[config.mk]
export PLATFORM = sky130hd
export DESIGN_NAME = iacq_top
export DESIGN_NICKNAME = d
export VERILOG_FILES = /design/src/iacq_pkg.sv /design/src/iacq_stat_if.sv /design/src/iacq_top.sv /design/src/iacq_phase_timer.sv /design/src/iacq_line_mux.sv
export SDC_FILE = /design/constraint.sdc
export NUM_CORES = 1
export LEC_CHECK = 0
export ABC_AREA = 1
export BUFFER_PORTS_ARGS = -buffer_cell sky130_fd_sc_hd__buf_4
export CORE_MARGIN = 4
export CORE_UTILIZATION = 67
export CTS_CLUSTER_DIAMETER = 150
export DETAILED_ROUTE_END_ITERATION = 10
export PLACE_DENSITY = 0.94
export SLEW_MARGIN = 20
export SYNTH_ARGS = -nofsm -noshare
export SYNTH_HDL_FRONTEND = slang
export SYNTH_HIERARCHICAL = 1
export SYNTH_SLANG_ARGS = --single-unit
[constraint.sdc]
create_clock -name mclk_i -period 8.2 [get_ports mclk_i]
set_input_delay 0.82 -clock mclk_i [delete_from_list [all_inputs] [get_ports mclk_i]]
set_output_delay 0.82 -clock mclk_i [all_outputs]
set_load 0.01 [all_outputs]
[src/iacq_pkg.sv]
// Constants, register map and types of the image acquisition sequencer
package iacq_pkg;

	// ----------------------------------------------------------------
	// Register bus
	// ----------------------------------------------------------------
	localparam int unsigned IACQ_AW         = 8;
	localparam int unsigned IACQ_DW         = 32;

	localparam logic [7:0]  IACQ_OFS_CTRL   = 8'h00;
	localparam logic [7:0]  IACQ_OFS_CMD    = 8'h04;
	localparam logic [7:0]  IACQ_OFS_EXPOSE = 8'h08;
	localparam logic [7:0]  IACQ_OFS_READ   = 8'h0C;
	localparam logic [7:0]  IACQ_OFS_PACE   = 8'h10;
	localparam logic [7:0]  IACQ_OFS_EFF    = 8'h14;
	localparam logic [7:0]  IACQ_OFS_LINES  = 8'h18;
	localparam logic [7:0]  IACQ_OFS_STATUS = 8'h1C;
	localparam logic [7:0]  IACQ_OFS_IRQ_ST = 8'h20;
	localparam logic [7:0]  IACQ_OFS_IRQ_MK = 8'h24;
	localparam logic [7:0]  IACQ_OFS_FRAMES = 8'h28;

	// ----------------------------------------------------------------
	// Field positions
	// ----------------------------------------------------------------
	localparam int unsigned IACQ_CTRL_SEL   = 0;
	localparam int unsigned IACQ_CTRL_MODE  = 1;
	localparam int unsigned IACQ_CTRL_CONT  = 2;
	localparam int unsigned IACQ_CTRL_LIMIT = 3;
	localparam int unsigned IACQ_CMD_START  = 0;
	localparam int unsigned IACQ_CMD_STOP   = 1;
	localparam int unsigned IACQ_IRQ_DONE   = 0;
	localparam int unsigned IACQ_IRQ_STOP   = 1;
	localparam int unsigned IACQ_IRQ_IGN    = 2;
	localparam int unsigned IACQ_IRQ_W      = 3;
	localparam int unsigned IACQ_LINES      = 4;
	localparam int unsigned IACQ_SEL_W      = 2;

	// Trigger selector codes and line source codes
	localparam logic        IACQ_TSEL_ACQ   = 1'b0;
	localparam logic [1:0]  IACQ_SRC_EXPOSE = 2'h0;
	localparam logic [1:0]  IACQ_SRC_ARM    = 2'h1;
	localparam logic [1:0]  IACQ_SRC_TX     = 2'h2;
	localparam logic [1:0]  IACQ_SRC_OFF    = 2'h3;

	// ----------------------------------------------------------------
	// Reset values and timing
	// ----------------------------------------------------------------
	localparam logic [31:0] IACQ_EXPOSE_RST = 32'h000003E8;
	localparam logic [31:0] IACQ_READ_RST   = 32'h00001000;
	localparam logic [7:0]  IACQ_LINES_RST  = 8'hF4;
	// Cycles of sequencing overhead between two frame starts
	localparam logic [31:0] IACQ_OVERHEAD   = 32'h00000003;

	typedef enum logic [1:0] {
		IACQ_IDLE,
		IACQ_EXPOSE,
		IACQ_TRANSMIT,
		IACQ_PACE
	} iacq_state_t;

endpackage

[src/iacq_stat_if.sv]
// Status signals and line routing passed from the sequencer to the line driver
`timescale 1ns/10ps
interface iacq_stat_if;
	logic       exposing;
	logic       armable;
	logic       transmitting;
	logic [7:0] line_sel;

	modport src  (output exposing, output armable, output transmitting, output line_sel);
	modport sink (input exposing, input armable, input transmitting, input line_sel);
endinterface

[src/iacq_top.sv]
// Image acquisition sequencer with register port and output line routing
// Functional notes
// - Four output lines, each carrying one selectable internal status signal.
// - A line at one means its output transistor conducts; zero means it does not.
// - After reset, line 1 shows exposure in progress, high through each exposure.
// - After reset, line 2 shows when a new exposure may start at the earliest.
// - Software may reassign which status signal drives each line.
// - With acquisition trigger off, acquisition runs from registers and commands only.
// - Single frame mode takes one image, transmits it, then stops.
// - Start command begins acquisition; exposure lasts the programmed exposure time.
// - Continuous mode acquires and transmits repeatedly after start, untriggered.
// - Continuous mode starts every following frame by itself.
// - Stop command ends acquisition and transmission at once.
// - Enabled pace limit slower than maximum gives exactly the programmed frame period.
// - Disabled or too fast pace limit gives the maximum frame rate.
`timescale 1ns/10ps
module iacq_top
	import iacq_pkg::*;
#(
	parameter int unsigned CNT_W = 24
) (
	// Clock and reset
	input  wire logic                  mclk_i,
	input  wire logic                  rst_n_i,
	// Register port
	input  wire logic [IACQ_AW-1:0]    addr_i,
	input  wire logic [IACQ_DW-1:0]    wdata_i,
	input  wire logic                  wr_i,
	input  wire logic                  rd_i,
	output logic      [IACQ_DW-1:0]    rdata_o,
	// Interrupt and transmission
	output logic                       irq_o,
	output logic                       frame_tx_o,
	// Output lines
	output logic      [IACQ_LINES-1:0] line_o
);
	// ----------------------------------------------------------------
	// State
	// ----------------------------------------------------------------
	typedef struct packed {
		iacq_state_t           state;
		logic                  trig_sel;
		logic                  acq_trig_on;
		logic                  frm_trig_on;
		logic                  cont;
		logic                  limit_on;
		logic [CNT_W-1:0]      exposure;
		logic [CNT_W-1:0]      readout;
		logic [31:0]           pace;
		logic [7:0]            line_sel;
		logic [IACQ_IRQ_W-1:0] irq_stat;
		logic [IACQ_IRQ_W-1:0] irq_mask;
		logic [31:0]           period_cnt;
		logic [31:0]           frame_cnt;
		logic [IACQ_DW-1:0]    rdata;
		logic                  irq;
		logic                  tx;
	} iacq_top_t;

	localparam iacq_top_t RST_Q = '{
		state:    IACQ_IDLE,
		exposure: IACQ_EXPOSE_RST[CNT_W-1:0],
		readout:  IACQ_READ_RST[CNT_W-1:0],
		line_sel: IACQ_LINES_RST,
		default:  '0
	};

	iacq_top_t             q;
	iacq_top_t             d;
	logic                  tmr_load;
	logic [CNT_W-1:0]      tmr_count;
	logic                  tmr_abort;
	logic                  tmr_busy;
	logic                  tmr_done;
	logic                  start_cmd;
	logic                  stop_cmd;
	logic [31:0]           min_per;
	logic [31:0]           eff_per;
	logic                  exp_lvl;
	logic                  arm_lvl;
	logic [IACQ_IRQ_W-1:0] ev_set;
	logic [IACQ_IRQ_W-1:0] ev_clr;

	function automatic logic hit(input logic [IACQ_AW-1:0] a, input logic [7:0] ofs);
		hit = (a == ofs);
	endfunction

	// ----------------------------------------------------------------
	// Submodules
	// ----------------------------------------------------------------
	iacq_stat_if stat ();

	iacq_phase_timer #(
		.W       (CNT_W)
	) u_timer (
		.mclk_i  (mclk_i),
		.rst_n_i (rst_n_i),
		.load_i  (tmr_load),
		.count_i (tmr_count),
		.abort_i (tmr_abort),
		.busy_o  (tmr_busy),
		.done_o  (tmr_done)
	);

	iacq_line_mux u_lines (
		.mclk_i  (mclk_i),
		.rst_n_i (rst_n_i),
		.stat    (stat),
		.line_o  (line_o)
	);

	assign exp_lvl           = (q.state == IACQ_EXPOSE) && tmr_busy;
	assign arm_lvl           = !q.acq_trig_on && ((q.state == IACQ_IDLE) ||
		((q.state == IACQ_PACE) && (q.period_cnt >= eff_per)));
	assign stat.exposing     = exp_lvl;
	assign stat.armable      = arm_lvl;
	assign stat.transmitting = q.tx;
	assign stat.line_sel     = q.line_sel;

	// ----------------------------------------------------------------
	// Sequencer and registers
	// ----------------------------------------------------------------
	always_comb begin
		d = q;
		start_cmd = wr_i && hit(addr_i, IACQ_OFS_CMD) && wdata_i[IACQ_CMD_START];
		stop_cmd  = wr_i && hit(addr_i, IACQ_OFS_CMD) && wdata_i[IACQ_CMD_STOP];
		// Shortest frame period: both phases plus sequencing overhead
		min_per   = 32'(q.exposure) + 32'(q.readout) + IACQ_OVERHEAD;
		eff_per   = (q.limit_on && (q.pace > min_per)) ? q.pace : min_per;
		tmr_load  = 1'b0;
		tmr_count = q.exposure;
		tmr_abort = 1'b0;
		ev_set    = '0;
		ev_clr    = '0;
		if (q.period_cnt != 32'hFFFFFFFF) begin
			d.period_cnt = q.period_cnt + 32'h1;
		end
		case (q.state)
			IACQ_IDLE: begin
				if (start_cmd && !stop_cmd) begin
					if (q.acq_trig_on) begin
						// Triggered start is not handled here
						ev_set[IACQ_IRQ_IGN] = 1'b1;
					end else begin
						tmr_load     = 1'b1;
						d.state      = IACQ_EXPOSE;
						d.period_cnt = 32'h1;
					end
				end
			end
			IACQ_EXPOSE: begin
				if (tmr_done) begin
					tmr_load  = 1'b1;
					tmr_count = q.readout;
					d.state   = IACQ_TRANSMIT;
				end
			end
			IACQ_TRANSMIT: begin
				if (tmr_done) begin
					ev_set[IACQ_IRQ_DONE] = 1'b1;
					d.frame_cnt = q.frame_cnt + 32'h1;
					d.state     = q.cont ? IACQ_PACE : IACQ_IDLE;
				end
			end
			IACQ_PACE: begin
				if (q.period_cnt >= eff_per) begin
					tmr_load     = 1'b1;
					d.state      = IACQ_EXPOSE;
					d.period_cnt = 32'h1;
				end
			end
			default: begin
				d.state = IACQ_IDLE;
			end
		endcase
		// A start while a frame is under way is dropped and flagged
		if (start_cmd && (q.state != IACQ_IDLE)) begin
			ev_set[IACQ_IRQ_IGN] = 1'b1;
		end
		if (stop_cmd) begin
			tmr_abort = 1'b1;
			d.state   = IACQ_IDLE;
			if (q.state != IACQ_IDLE) begin
				ev_set[IACQ_IRQ_STOP] = 1'b1;
			end
		end
		d.tx = (d.state == IACQ_TRANSMIT);

		// Register writes
		if (wr_i) begin
			case (addr_i)
				IACQ_OFS_CTRL: begin
					d.trig_sel = wdata_i[IACQ_CTRL_SEL];
					// Mode lands in the trigger that the selector names
					if (wdata_i[IACQ_CTRL_SEL] == IACQ_TSEL_ACQ) begin
						d.acq_trig_on = wdata_i[IACQ_CTRL_MODE];
					end else begin
						d.frm_trig_on = wdata_i[IACQ_CTRL_MODE];
					end
					d.cont     = wdata_i[IACQ_CTRL_CONT];
					d.limit_on = wdata_i[IACQ_CTRL_LIMIT];
				end
				IACQ_OFS_EXPOSE: d.exposure = wdata_i[CNT_W-1:0];
				IACQ_OFS_READ:   d.readout  = wdata_i[CNT_W-1:0];
				IACQ_OFS_PACE:   d.pace     = wdata_i;
				IACQ_OFS_LINES:  d.line_sel = wdata_i[7:0];
				IACQ_OFS_IRQ_MK: d.irq_mask = wdata_i[IACQ_IRQ_W-1:0];
				default: ;
			endcase
		end

		// Register reads, answered in the next cycle
		d.rdata = '0;
		if (rd_i) begin
			case (addr_i)
				IACQ_OFS_CTRL: begin
					d.rdata[IACQ_CTRL_SEL]   = q.trig_sel;
					d.rdata[IACQ_CTRL_MODE]  = (q.trig_sel == IACQ_TSEL_ACQ) ?
						q.acq_trig_on : q.frm_trig_on;
					d.rdata[IACQ_CTRL_CONT]  = q.cont;
					d.rdata[IACQ_CTRL_LIMIT] = q.limit_on;
				end
				IACQ_OFS_EXPOSE: d.rdata = 32'(q.exposure);
				IACQ_OFS_READ:   d.rdata = 32'(q.readout);
				IACQ_OFS_PACE:   d.rdata = q.pace;
				IACQ_OFS_EFF:    d.rdata = eff_per;
				IACQ_OFS_LINES:  d.rdata = 32'(q.line_sel);
				IACQ_OFS_STATUS: d.rdata = {24'h000000, line_o, arm_lvl, q.tx, exp_lvl,
					(q.state != IACQ_IDLE)};
				IACQ_OFS_IRQ_ST: begin
					d.rdata = 32'(q.irq_stat);
					ev_clr  = q.irq_stat;
				end
				IACQ_OFS_IRQ_MK: d.rdata = 32'(q.irq_mask);
				IACQ_OFS_FRAMES: d.rdata = q.frame_cnt;
				default: ;
			endcase
		end
		// New events win over the read that clears
		d.irq_stat = (q.irq_stat & ~ev_clr) | ev_set;
		d.irq      = |(d.irq_stat & d.irq_mask);
	end

	always_ff @(posedge mclk_i) begin
		if (!rst_n_i) begin
			q <= RST_Q;
		end else begin
			q <= d;
		end
	end

	assign rdata_o    = q.rdata;
	assign irq_o      = q.irq;
	assign frame_tx_o = q.tx;

	// ----------------------------------------------------------------
	// Checks
	// ----------------------------------------------------------------
	logic [31:0] exp_len;
	logic [31:0] exp_want;

	always_ff @(posedge mclk_i) begin
		if (!rst_n_i) begin
			exp_len <= '0;
		end else if (tmr_load) begin
			exp_len <= '0;
		end else if (exp_lvl) begin
			exp_len <= exp_len + 32'h1;
		end
	end

	// Length that the running exposure must reach; a zero length lasts one cycle
	always_ff @(posedge mclk_i) begin
		if (!rst_n_i) begin
			exp_want <= '0;
		end else if (tmr_load && (q.state != IACQ_EXPOSE)) begin
			exp_want <= (q.exposure == '0) ? 32'h1 : 32'(q.exposure);
		end
	end
endmodule

[src/iacq_phase_timer.sv]
// Down-counter timing the exposure and transmission phases
`timescale 1ns/10ps
module iacq_phase_timer #(
	parameter int unsigned W = 24
) (
	// Clock and reset
	input  wire logic         mclk_i,
	input  wire logic         rst_n_i,
	// Control
	input  wire logic         load_i,
	input  wire logic [W-1:0] count_i,
	input  wire logic         abort_i,
	// Status
	output logic              busy_o,
	output logic              done_o
);
	typedef struct packed {
		logic [W-1:0] left;
		logic         busy;
		logic         done;
	} iacq_tmr_t;

	iacq_tmr_t q;
	iacq_tmr_t d;

	always_comb begin
		d = q;
		d.done = 1'b0;
		if (abort_i) begin
			d.busy = 1'b0;
		end else if (load_i) begin
			// A zero length still lasts one cycle
			d.left = (count_i == '0) ? W'(1) : count_i;
			d.busy = 1'b1;
		end else if (q.busy) begin
			if (q.left == W'(1)) begin
				d.busy = 1'b0;
				d.done = 1'b1;
			end else begin
				d.left = q.left - W'(1);
			end
		end
	end

	always_ff @(posedge mclk_i) begin
		if (!rst_n_i) begin
			q <= '0;
		end else begin
			q <= d;
		end
	end

	assign busy_o = q.busy;
	assign done_o = q.done;
endmodule

[src/iacq_line_mux.sv]
// Registered routing of internal status signals onto the four output lines
`timescale 1ns/10ps
module iacq_line_mux
	import iacq_pkg::*;
(
	// Clock and reset
	input  wire logic                   mclk_i,
	input  wire logic                   rst_n_i,
	// Status from the sequencer
	iacq_stat_if.sink                   stat,
	// Lines, high while the output transistor conducts
	output logic [IACQ_LINES-1:0]       line_o
);
	typedef struct packed {
		logic [IACQ_LINES-1:0] line;
	} iacq_mux_t;

	iacq_mux_t q;
	iacq_mux_t d;

	function automatic logic pick(input logic [1:0] src, input logic e, input logic a,
		input logic t);
		case (src)
			IACQ_SRC_EXPOSE: pick = e;
			IACQ_SRC_ARM:    pick = a;
			IACQ_SRC_TX:     pick = t;
			default:         pick = 1'b0;
		endcase
	endfunction

	always_comb begin
		d = q;
		for (int i = 0; i < IACQ_LINES; i++) begin
			d.line[i] = pick(stat.line_sel[i*IACQ_SEL_W +: IACQ_SEL_W], stat.exposing,
				stat.armable, stat.transmitting);
		end
	end

	always_ff @(posedge mclk_i) begin
		if (!rst_n_i) begin
			q <= '0;
		end else begin
			q <= d;
		end
	end

	assign line_o = q.line;
endmodule

==> results.txt, run 1 <==
- The clock passes through at most 3 buffers.
- Post-layout min period: 7.45 ns
- Flip-flop cell with the highest count after synthesis: dfxtp_1
- The number of placed instances, taps included, is 2508.
- Setup violations remaining at the end of the flow were counted as 0.
- Vias per cell: 6.25
* Part of the Yosys area used for sequential elements: a little under a third
- Detailed placement finished with a half-perimeter wire length of ~37 mm.
* Setup repair after global routing missed its margin: false
- Clock-pin slew was measured on the worst setup and hold paths at 0.06 ns.
* # DRC: 0
* Final Core Density: between 70 and 80%
* Gpl congestion: 0.991
- The synthesized netlist contains 57 unique library cells.
- Of the cells placed in the final design, the portion with a size suffix greater than 1 is just over 8%.
* Net count of the mapped netlist: 2400
* Total power draw: 2.43 mW
- The first global-routing pass estimated 75.6 mm of wire.
- Static leakage: 7.27 nW
- Die Width: 158 um
* Largest net degree at the start of global routing: 90
- Worst-margin pin slew: 0.914 ns
- Slowest CP cell: inv_1
- Summed over all failing endpoints, the final setup total negative slack is 0 ns.
- WS Path Type: flip-flop to flip-flop
- In this run the mean area of a mapped cell was around 6.7 um^2.
- Core region area: 22000 um^2
- The number of cells on the worst reg-to-reg path is 42.
- Cell types with the largest area share after synthesis: dfxtp_1, nand2_1, ha_1
* Startpoint type of the worst setup path: flip-flop
- In this run the cell area of the synthesized design comes to 15100 um^2.
* Routed length per placed instance: 19.2 um
* Arrival time reported for the critical path endpoint: between 7 and 8 ns
- Max-slew violation count: 0
- Iteration-0 DRC count of the detailed router: 1971
- In the post-route analysis, the smallest setup slack over all paths is ~0.75 ns.
* Layout Cells excl Fill: 2551
* IR drop worst, VDD: about 160 uV
* Number of enable-type register cells in the synthesized netlist: 0
* Synthesis-to-finish area growth: 8.42%
* Worst min path class: flip-flop to flip-flop
- OpenSTA, run right after detailed placement, puts the worst setup slack at ~0.92 ns.
- Once detail routing completed, the nets flagged for antenna violations numbered 0.
- The setup check on the worst reg-to-reg path leaves a slack of 0.75 ns.
- Starting density of the core: 68.7%
- Antenna violations before repair: 0
* Combined global-route utilization of all metal layers: 37.9%
* Hold Fails Final Rpt: 0
- The endpoint identified for the worst register-to-register timing path is u_timer/q[22].
* Global route overflow: 0
- CTS saw 229 sinks.
* Most used cell along the critical path: nand2_1
- TritonCTS clock tree: built
- Crit path capture: u_timer/q[22]
* Type of element capturing the critical path: flip-flop
* Top post-synthesis cells by count: nand2_1, inv_1, nor2_1, dfxtp_1, a21oi_1
* Root buffer selected by CTS: clkbuf_16
- Number of buffers inserted for hold repair after clock tree synthesis: 0
- Slew headroom: 39.1%
- The final layout contains routed wiring with a total length of approximately 49 mm.
- Vertical die dimension: 158 um
* Diodes inserted: 0
- # IOs: 82
- Power spread over the standard cell area amounts to 149 nW/um^2.
- Synthesized instance count: 2240
* Dominant cell by count in the synthesized netlist: nand2_1
- Count of H-tree levels built during CTS: 1
- Post-CTS Resized: 0
* Status: completed
* Worst setup path start: q[169]
- Top cell type by total area after synthesis: dfxtp_1
* Insertion delay to the later sink of the worst-skew pair: 0.53 ns
- Of the available clock period, the critical path in the final layout requires 90.9%.
- IO Port Bufs: roughly 80
- Largest stage delay on the critical path: 0.51 ns
- Data on the critical path is required at its endpoint by between 8 and 9 ns.
* Critical register-to-register path startpoint: q[169]
- Number of global-route vias before repair: 14600
- Placement Rows: 54
- CTS Buf Count: 25
* Clock skew after layout: 0.0143 ns
- Post-CTS Setup Repair Bufs: 0
- Register bit total from synthesis: around 230
- 1st-pass router iterations: 6
- Async set-reset flop share out of synthesis: 0%
* Vias: 15900
- Final Net Count: 2415
* Share of Yosys cell area claimed by the top area cell type: 30.4%
- The tool flagged a number of max-cap violations equal to 0.
- Maximum clock rate: 0.134 GHz
* Total Die Area: 25000 um^2
- Warning count from the yosys run: 6
- Peak fanout along the critical path: 23
==> worst min path at each step <==
| stage | start | endpoint | slack (ns) | depth (start not counted) |
|---|---|---|---|---|
| 2_1_floorplan | q[37] | q[37] | 0.46 | 1 |
| 6_report | q[167] | q[167] | 0.50 | 2 |
| 5_1_grt | q[162] | q[162] | 0.52 | 2 |
| 3_3_place_gp | q[37] | q[37] | 0.48 | 1 |
| 3_5_place_dp | q[37] | q[37] | 0.49 | 1 |
| 4_1_cts | q[167] | q[167] | 0.50 | 2 |
==> sequential cells by signal, indices dropped and copies added, names as in the netlist <==
| signal | count |
|---|---|
| u_timer/q | 24 |
| q | 157 |
| irq_o | 1 |
| u_timer/done_o | 1 |
| rdata_o | 32 |
| u_lines/line_o | 4 |
| stat.line_sel | 8 |
| frame_tx_o | 1 |
| u_timer/busy_o | 1 |
==> per-layer routing <==
metal  part of all wire [%]  GRT usage, %  up-vias
li1                       -             -     7483
met1                     39          48.6     7314
met2                     44          60.8      936
met3                    9.5          5.58      210
met4                    7.3          22.1        0
met5                      0             0        -
==> per-stage QoR <==
| stage | hold slack [ns] | instance area (um^2) |
|---|---|---|
| final | 0.500 | 16300 |
| after global routing | 0.521 | 16300 |
| after CTS | 0.497 | 16300 |
| after detailed placement | 0.491 | 15600 |
| after global placement | 0.479 | 15600 |
| after floorplan | 0.456 | 15100 |
==> layout make-up <==
class	count	area (um^2)
clock buffer	35	713
timing repair buffer	90	676
clock inverter	8	72.6
multi-input combinational	1636	8920
fill	1790	5610
inverter	273	1030
sequential	229	4580
tap	280	350
==> where the power goes <==
part / internal (mW) / total, mW / leakage [nW] / switching (mW)
logic: 0.0616 / 0.188 / 5.05 / 0.126
clock network: 0.634 / 1.10 / 0.380 / 0.466
registers: 1.13 / 1.14 / 1.85 / 0.0182
total: 1.82 / 2.43 / 7.27 / 0.610
==> placed cells by master, fill, tap and decap left out, types with 3 or more instances in the layout <==
master	Yosys	final
xnor2_1	17	17
clkbuf_16	0	25
ha_1	115	115
a221oi_1	14	14
a22o_1	9	9
clkbuf_1	50	5
clkinvlp_4	0	3
nand4_1	38	38
nor3_2	4	4
nand3_1	110	110
nor2_4	5	5
o21bai_1	4	4
o21ai_1	3	3
nor2_1	238	236
nand2_1	470	470
buf_4	35	90
o211ai_1	27	27
o21ai_0	185	185
clkbuf_8	0	5
inv_2	11	11
nand3b_1	3	3
o22ai_1	23	23
a21oi_1	223	223
o21a_1	6	6
nor3_1	36	36
nor2_2	10	12
a31oi_1	7	7
nand2_2	7	7
nand2_4	3	3
inv_1	261	261
and2_1	4	4
nor4_1	10	10
a21o_1	3	3
dfxtp_1	229	229
nor3b_1	8	8
xor2_1	25	25
clkinv_2	0	4
==> kinds of logic (layout without fill, tap and decap cells) <==
logic type	after synthesis	after routing	share of synthesized area [%]
flops	229	229	30.4
fa+ha+maj	116	116	9.68
compound gates	518	518	19.1
buf+inv	375	406	10.4
xor+xnor	42	42	2.44
simple gates	960	960	28.0
==> worst max-delay path: cells and delay by family (launching register included) <==
kind	cells	cell delay, ns
simple gates	27	3.29
fa+ha+maj	5	1.58
buf+inv	8	1.53
compound gates	2	0.58
flops	1	0.35
Note: power is estimated with default switching activity, not from simulation.
==> run 2: changes to the inputs <==
--- a/config.mk
+++ b/config.mk
@@ -5,14 +5,12 @@
 export SDC_FILE = /design/constraint.sdc
 export NUM_CORES = 1
 export LEC_CHECK = 0
-export ABC_AREA = 1
 export BUFFER_PORTS_ARGS = -buffer_cell sky130_fd_sc_hd__buf_4
 export CORE_MARGIN = 4
 export CORE_UTILIZATION = 67
 export CTS_CLUSTER_DIAMETER = 150
 export DETAILED_ROUTE_END_ITERATION = 10
 export PLACE_DENSITY = 0.94
-export SLEW_MARGIN = 20
 export SYNTH_ARGS = -nofsm -noshare
 export SYNTH_HDL_FRONTEND = slang
 export SYNTH_HIERARCHICAL = 1
==> constraint.sdc (replaced) <==
create_clock -name mclk_i -period 8.2 [get_ports mclk_i]
set_input_delay 0.41 -clock mclk_i [delete_from_list [all_inputs] [get_ports mclk_i]]
set_output_delay 0.41 -clock mclk_i [all_outputs]
set_load 0.01 [all_outputs]
==> results.txt, run 2 <==
* CTS Buf Count: 25
- Routability-driven placement finished with a final weighted congestion of ~1.
- After floorplanning, the core was divided into 53 placement rows.
- In this run the worst hold path is classified as input pin to flip-flop.
* Flip-flop count of the largest register, all copies and words added: 157
- The final max-slew violation count was 0.
* Share of Yosys cell area claimed by the top area cell type: 31.9%
* Total wire length after detailed routing: 42.6 mm
* Cell types with the largest area share after synthesis: dfxtp_1, ha_1, nand2_1
* Post-Syn Area per Cell: 8.23 um^2
* Worst-margin pin slew: 1.23 ns
- Entering global routing, the biggest net connects 95 pins.
- In the global route stage, overall resource usage came out at 34.2%.
- Slew headroom: 17.6%
- Once placement finished, the instance area stood at 14900 um^2.
- Post-layout worst setup margin: about 0.48 ns
- Synthesized cell area: 14400 um^2
- Maximum clock rate: 0.129 GHz
- Async set-reset flop share out of synthesis: 0%
- Warning count from the yosys run: 6
- Count of H-tree levels built during CTS: 1
- Most used cell along the critical path: ha_1
- In this design, the stage delay of the slowest critical-path cell is 0.43 ns.
- Area used by multi-input combinational logic: around 9100 um^2
* Top post-synthesis cells by count: nand2_1, dfxtp_1, ha_1, nor2_1, a21boi_0
- Dividing the final minimum period by the clock period gives 94.2%.
- Post-layout min period: between 7 and 8 ns
- From bottom edge to top edge, the die measures 154 um.
- The finished cells cover 15800 um^2.
* Hold Fails Final Rpt: 0
* Antenna violations before repair: 0
* Required time at the worst-slack endpoint: 8.65 ns
- After the first detailed-routing iteration, the DRC count stood at 1465.
* Number of global-route vias before repair: 13100
- Insertion delay to the later sink of the worst-skew pair: 0.53 ns
- Sequential cells were found to cover 31.9% of the synthesized design area.
* Vias per cell: around 6.7
- Diodes inserted: 0
- Maximum buffer depth of the clock tree: 3
- Max-cap violations in this run came to 0.
* # DRC: 0
- Synthesized instance count: 1745
- The first global-routing pass estimated between 60 and 70 mm of wire.
- Static leakage: 6.31 nW
- Number of buffers inserted for hold repair after clock tree synthesis: 0
- Type of element capturing the critical path: flip-flop
- For this run, the leading register cell type out of synthesis is dfxtp_1.
- Vias: 13700
* IO Port Bufs: 81
* Top cell type by total area after synthesis: dfxtp_1
- The initial utilization of the core area, before any placement, comes to roughly two thirds.
* Register bit total from synthesis: 229
* 1st-pass router iterations: 6
- Data arrives at the worst endpoint at between 8 and 9 ns.
- Among all cell types in the netlist, the one instantiated most often is nand2_1.
- Power spread over the standard cell area amounts to 159 nW/um^2.
- For this design the top-level I/O count stands at 82.
- The die covers 23900 um^2.
- The total overflow left after global routing is 0.
* Share of cells above drive strength 1: a little under an eighth
* Clock net sink count: between 200 and 250
- Die Width: about 150 um
* Most common cell after layout, fill and taps aside: nand2_1
- Across the whole layout, storage elements account for 4580 um^2.
- Clock skew after layout: 0.00940 ns
- Synthesis-to-finish area growth: 10.3%
- Flop-to-flop setup slack: 0.48 ns
- Startpoint type of the worst setup path: flip-flop
- Post-detailed-placement half-perimeter wirelength: a little over 30 mm
- After detailed routing, the average wire length per cell comes to around 21 um.
- Final Net Count: 1922
- The count of nets left with antenna violations once routing finished came out at 0.
* Setup TNS after final layout: 0 ns
- Number of enable-type register cells in the synthesized netlist: 0
* Filler cell count in the final layout: about 1500
- Timing analysis after detailed placement gives a worst setup slack of 0.291 ns.
- Slowest CP cell: fa_1
* Status: completed
- Net count of the mapped netlist: 1905
* Number of library cell types mapped by synthesis: around 80
- Leaving out fill and tap cells, the most frequent cells in the layout are nand2_1, dfxtp_1, ha_1.
- The total area inside the core boundary comes to 21100 um^2.
* TritonCTS clock tree: built
- The worst-case IR drop observed on VDD is 184 uV.
- Setup repair after global routing missed its margin: false
- Register containing the most flip-flops in the final layout: q
* Final-report setup violation count: 0
- Clock Pin Slew Worst Setup and Hold Paths: ~0.06 ns
- Peak fanout along the critical path: 23
- The critical path in this run is classified as flip-flop to flip-flop.
- In this run the clock root is driven by a clkbuf_16.
## run 2: path summary, 6_finish.rpt
check,from,end,cells after the start
setup / recovery,q[145],u_timer/q[18],34
hold / removal,wdata_i[12],q[156],3
setup reg to reg,q[145],u_timer/q[18],34
hold reg to reg,u_timer/q[12],u_timer/q[12],2
## run 2: cell families after synthesis
| group | share of synthesized area (%) |
|---|---|
| AND/OR/NAND/NOR | 21.5 |
| buffers and inverters | 5.55 |
| AO/OA/AOI/OAI | 21.9 |
| multiplexers | 4.45 |
| flip-flops | 31.9 |
| XOR/XNOR | 4.57 |
| adder cells (fa/ha/maj) | 10.2 |
## run 2: layer usage
layer  global-route usage, %  vias to the layer above  part of all wire [%]
li1                        -                     6283                     -
met1                    43.3                     6362                    39
met2                    56.5                      870                    46
met4                    16.6                        0                   5.7
met3                    6.07                      201                    10
met5                       0                        -                     0
## run 2: where the power goes
| part | switching, mW | internal [mW] |
|---|---|---|
| logic | 0.118 | 0.0720 |
| registers | 0.0190 | 1.13 |
| clock network | 0.463 | 0.719 |
| total | 0.599 | 1.92 |
## run 2: stage by stage
| stage | total power [mW] | cells | hold slack, ns | utilization (%) |
|---|---|---|---|---|
| 5_1_grt | 2.58 | 2053 | 0.141 | 75.2 |
| 2_1_floorplan | 1.28 | 1745 | 0.456 | - |
| 6_report | 2.52 | 2053 | 0.120 | 75.2 |
| 3_3_place_gp | 1.34 | 2008 | 0.468 | 70.7 |
| 3_5_place_dp | 1.35 | 2008 | 0.484 | 70.7 |
| 4_1_cts | 2.52 | 2051 | 0.106 | 74.7 |
## run 2: worst max-delay path, delay by kind of cell (launching register included)
kind / cells / cell delay (ns)
compound gates: 14 / 2.94
simple gates: 9 / 1.91
fa+ha+maj: 5 / 1.62
buf+inv: 5 / 0.67
flops: 1 / 0.37
xor+xnor: 1 / 0.11
## run 2: area by class of cell
cell class              count  share of cell area [%]
inverters                  56                    1.34
repair buffers            103                    5.00
multi-input cells        1347                    57.2
well taps                 275                    2.17
flip-flops and latches    229                    28.9
clock buffers              35                    4.44
clock inverters             8                   0.916
## run 2: repair_timing
action,in CTS,in global routing
setup endpoints to repair,0,24
resized for setup,0,16
setup buffers,0,2
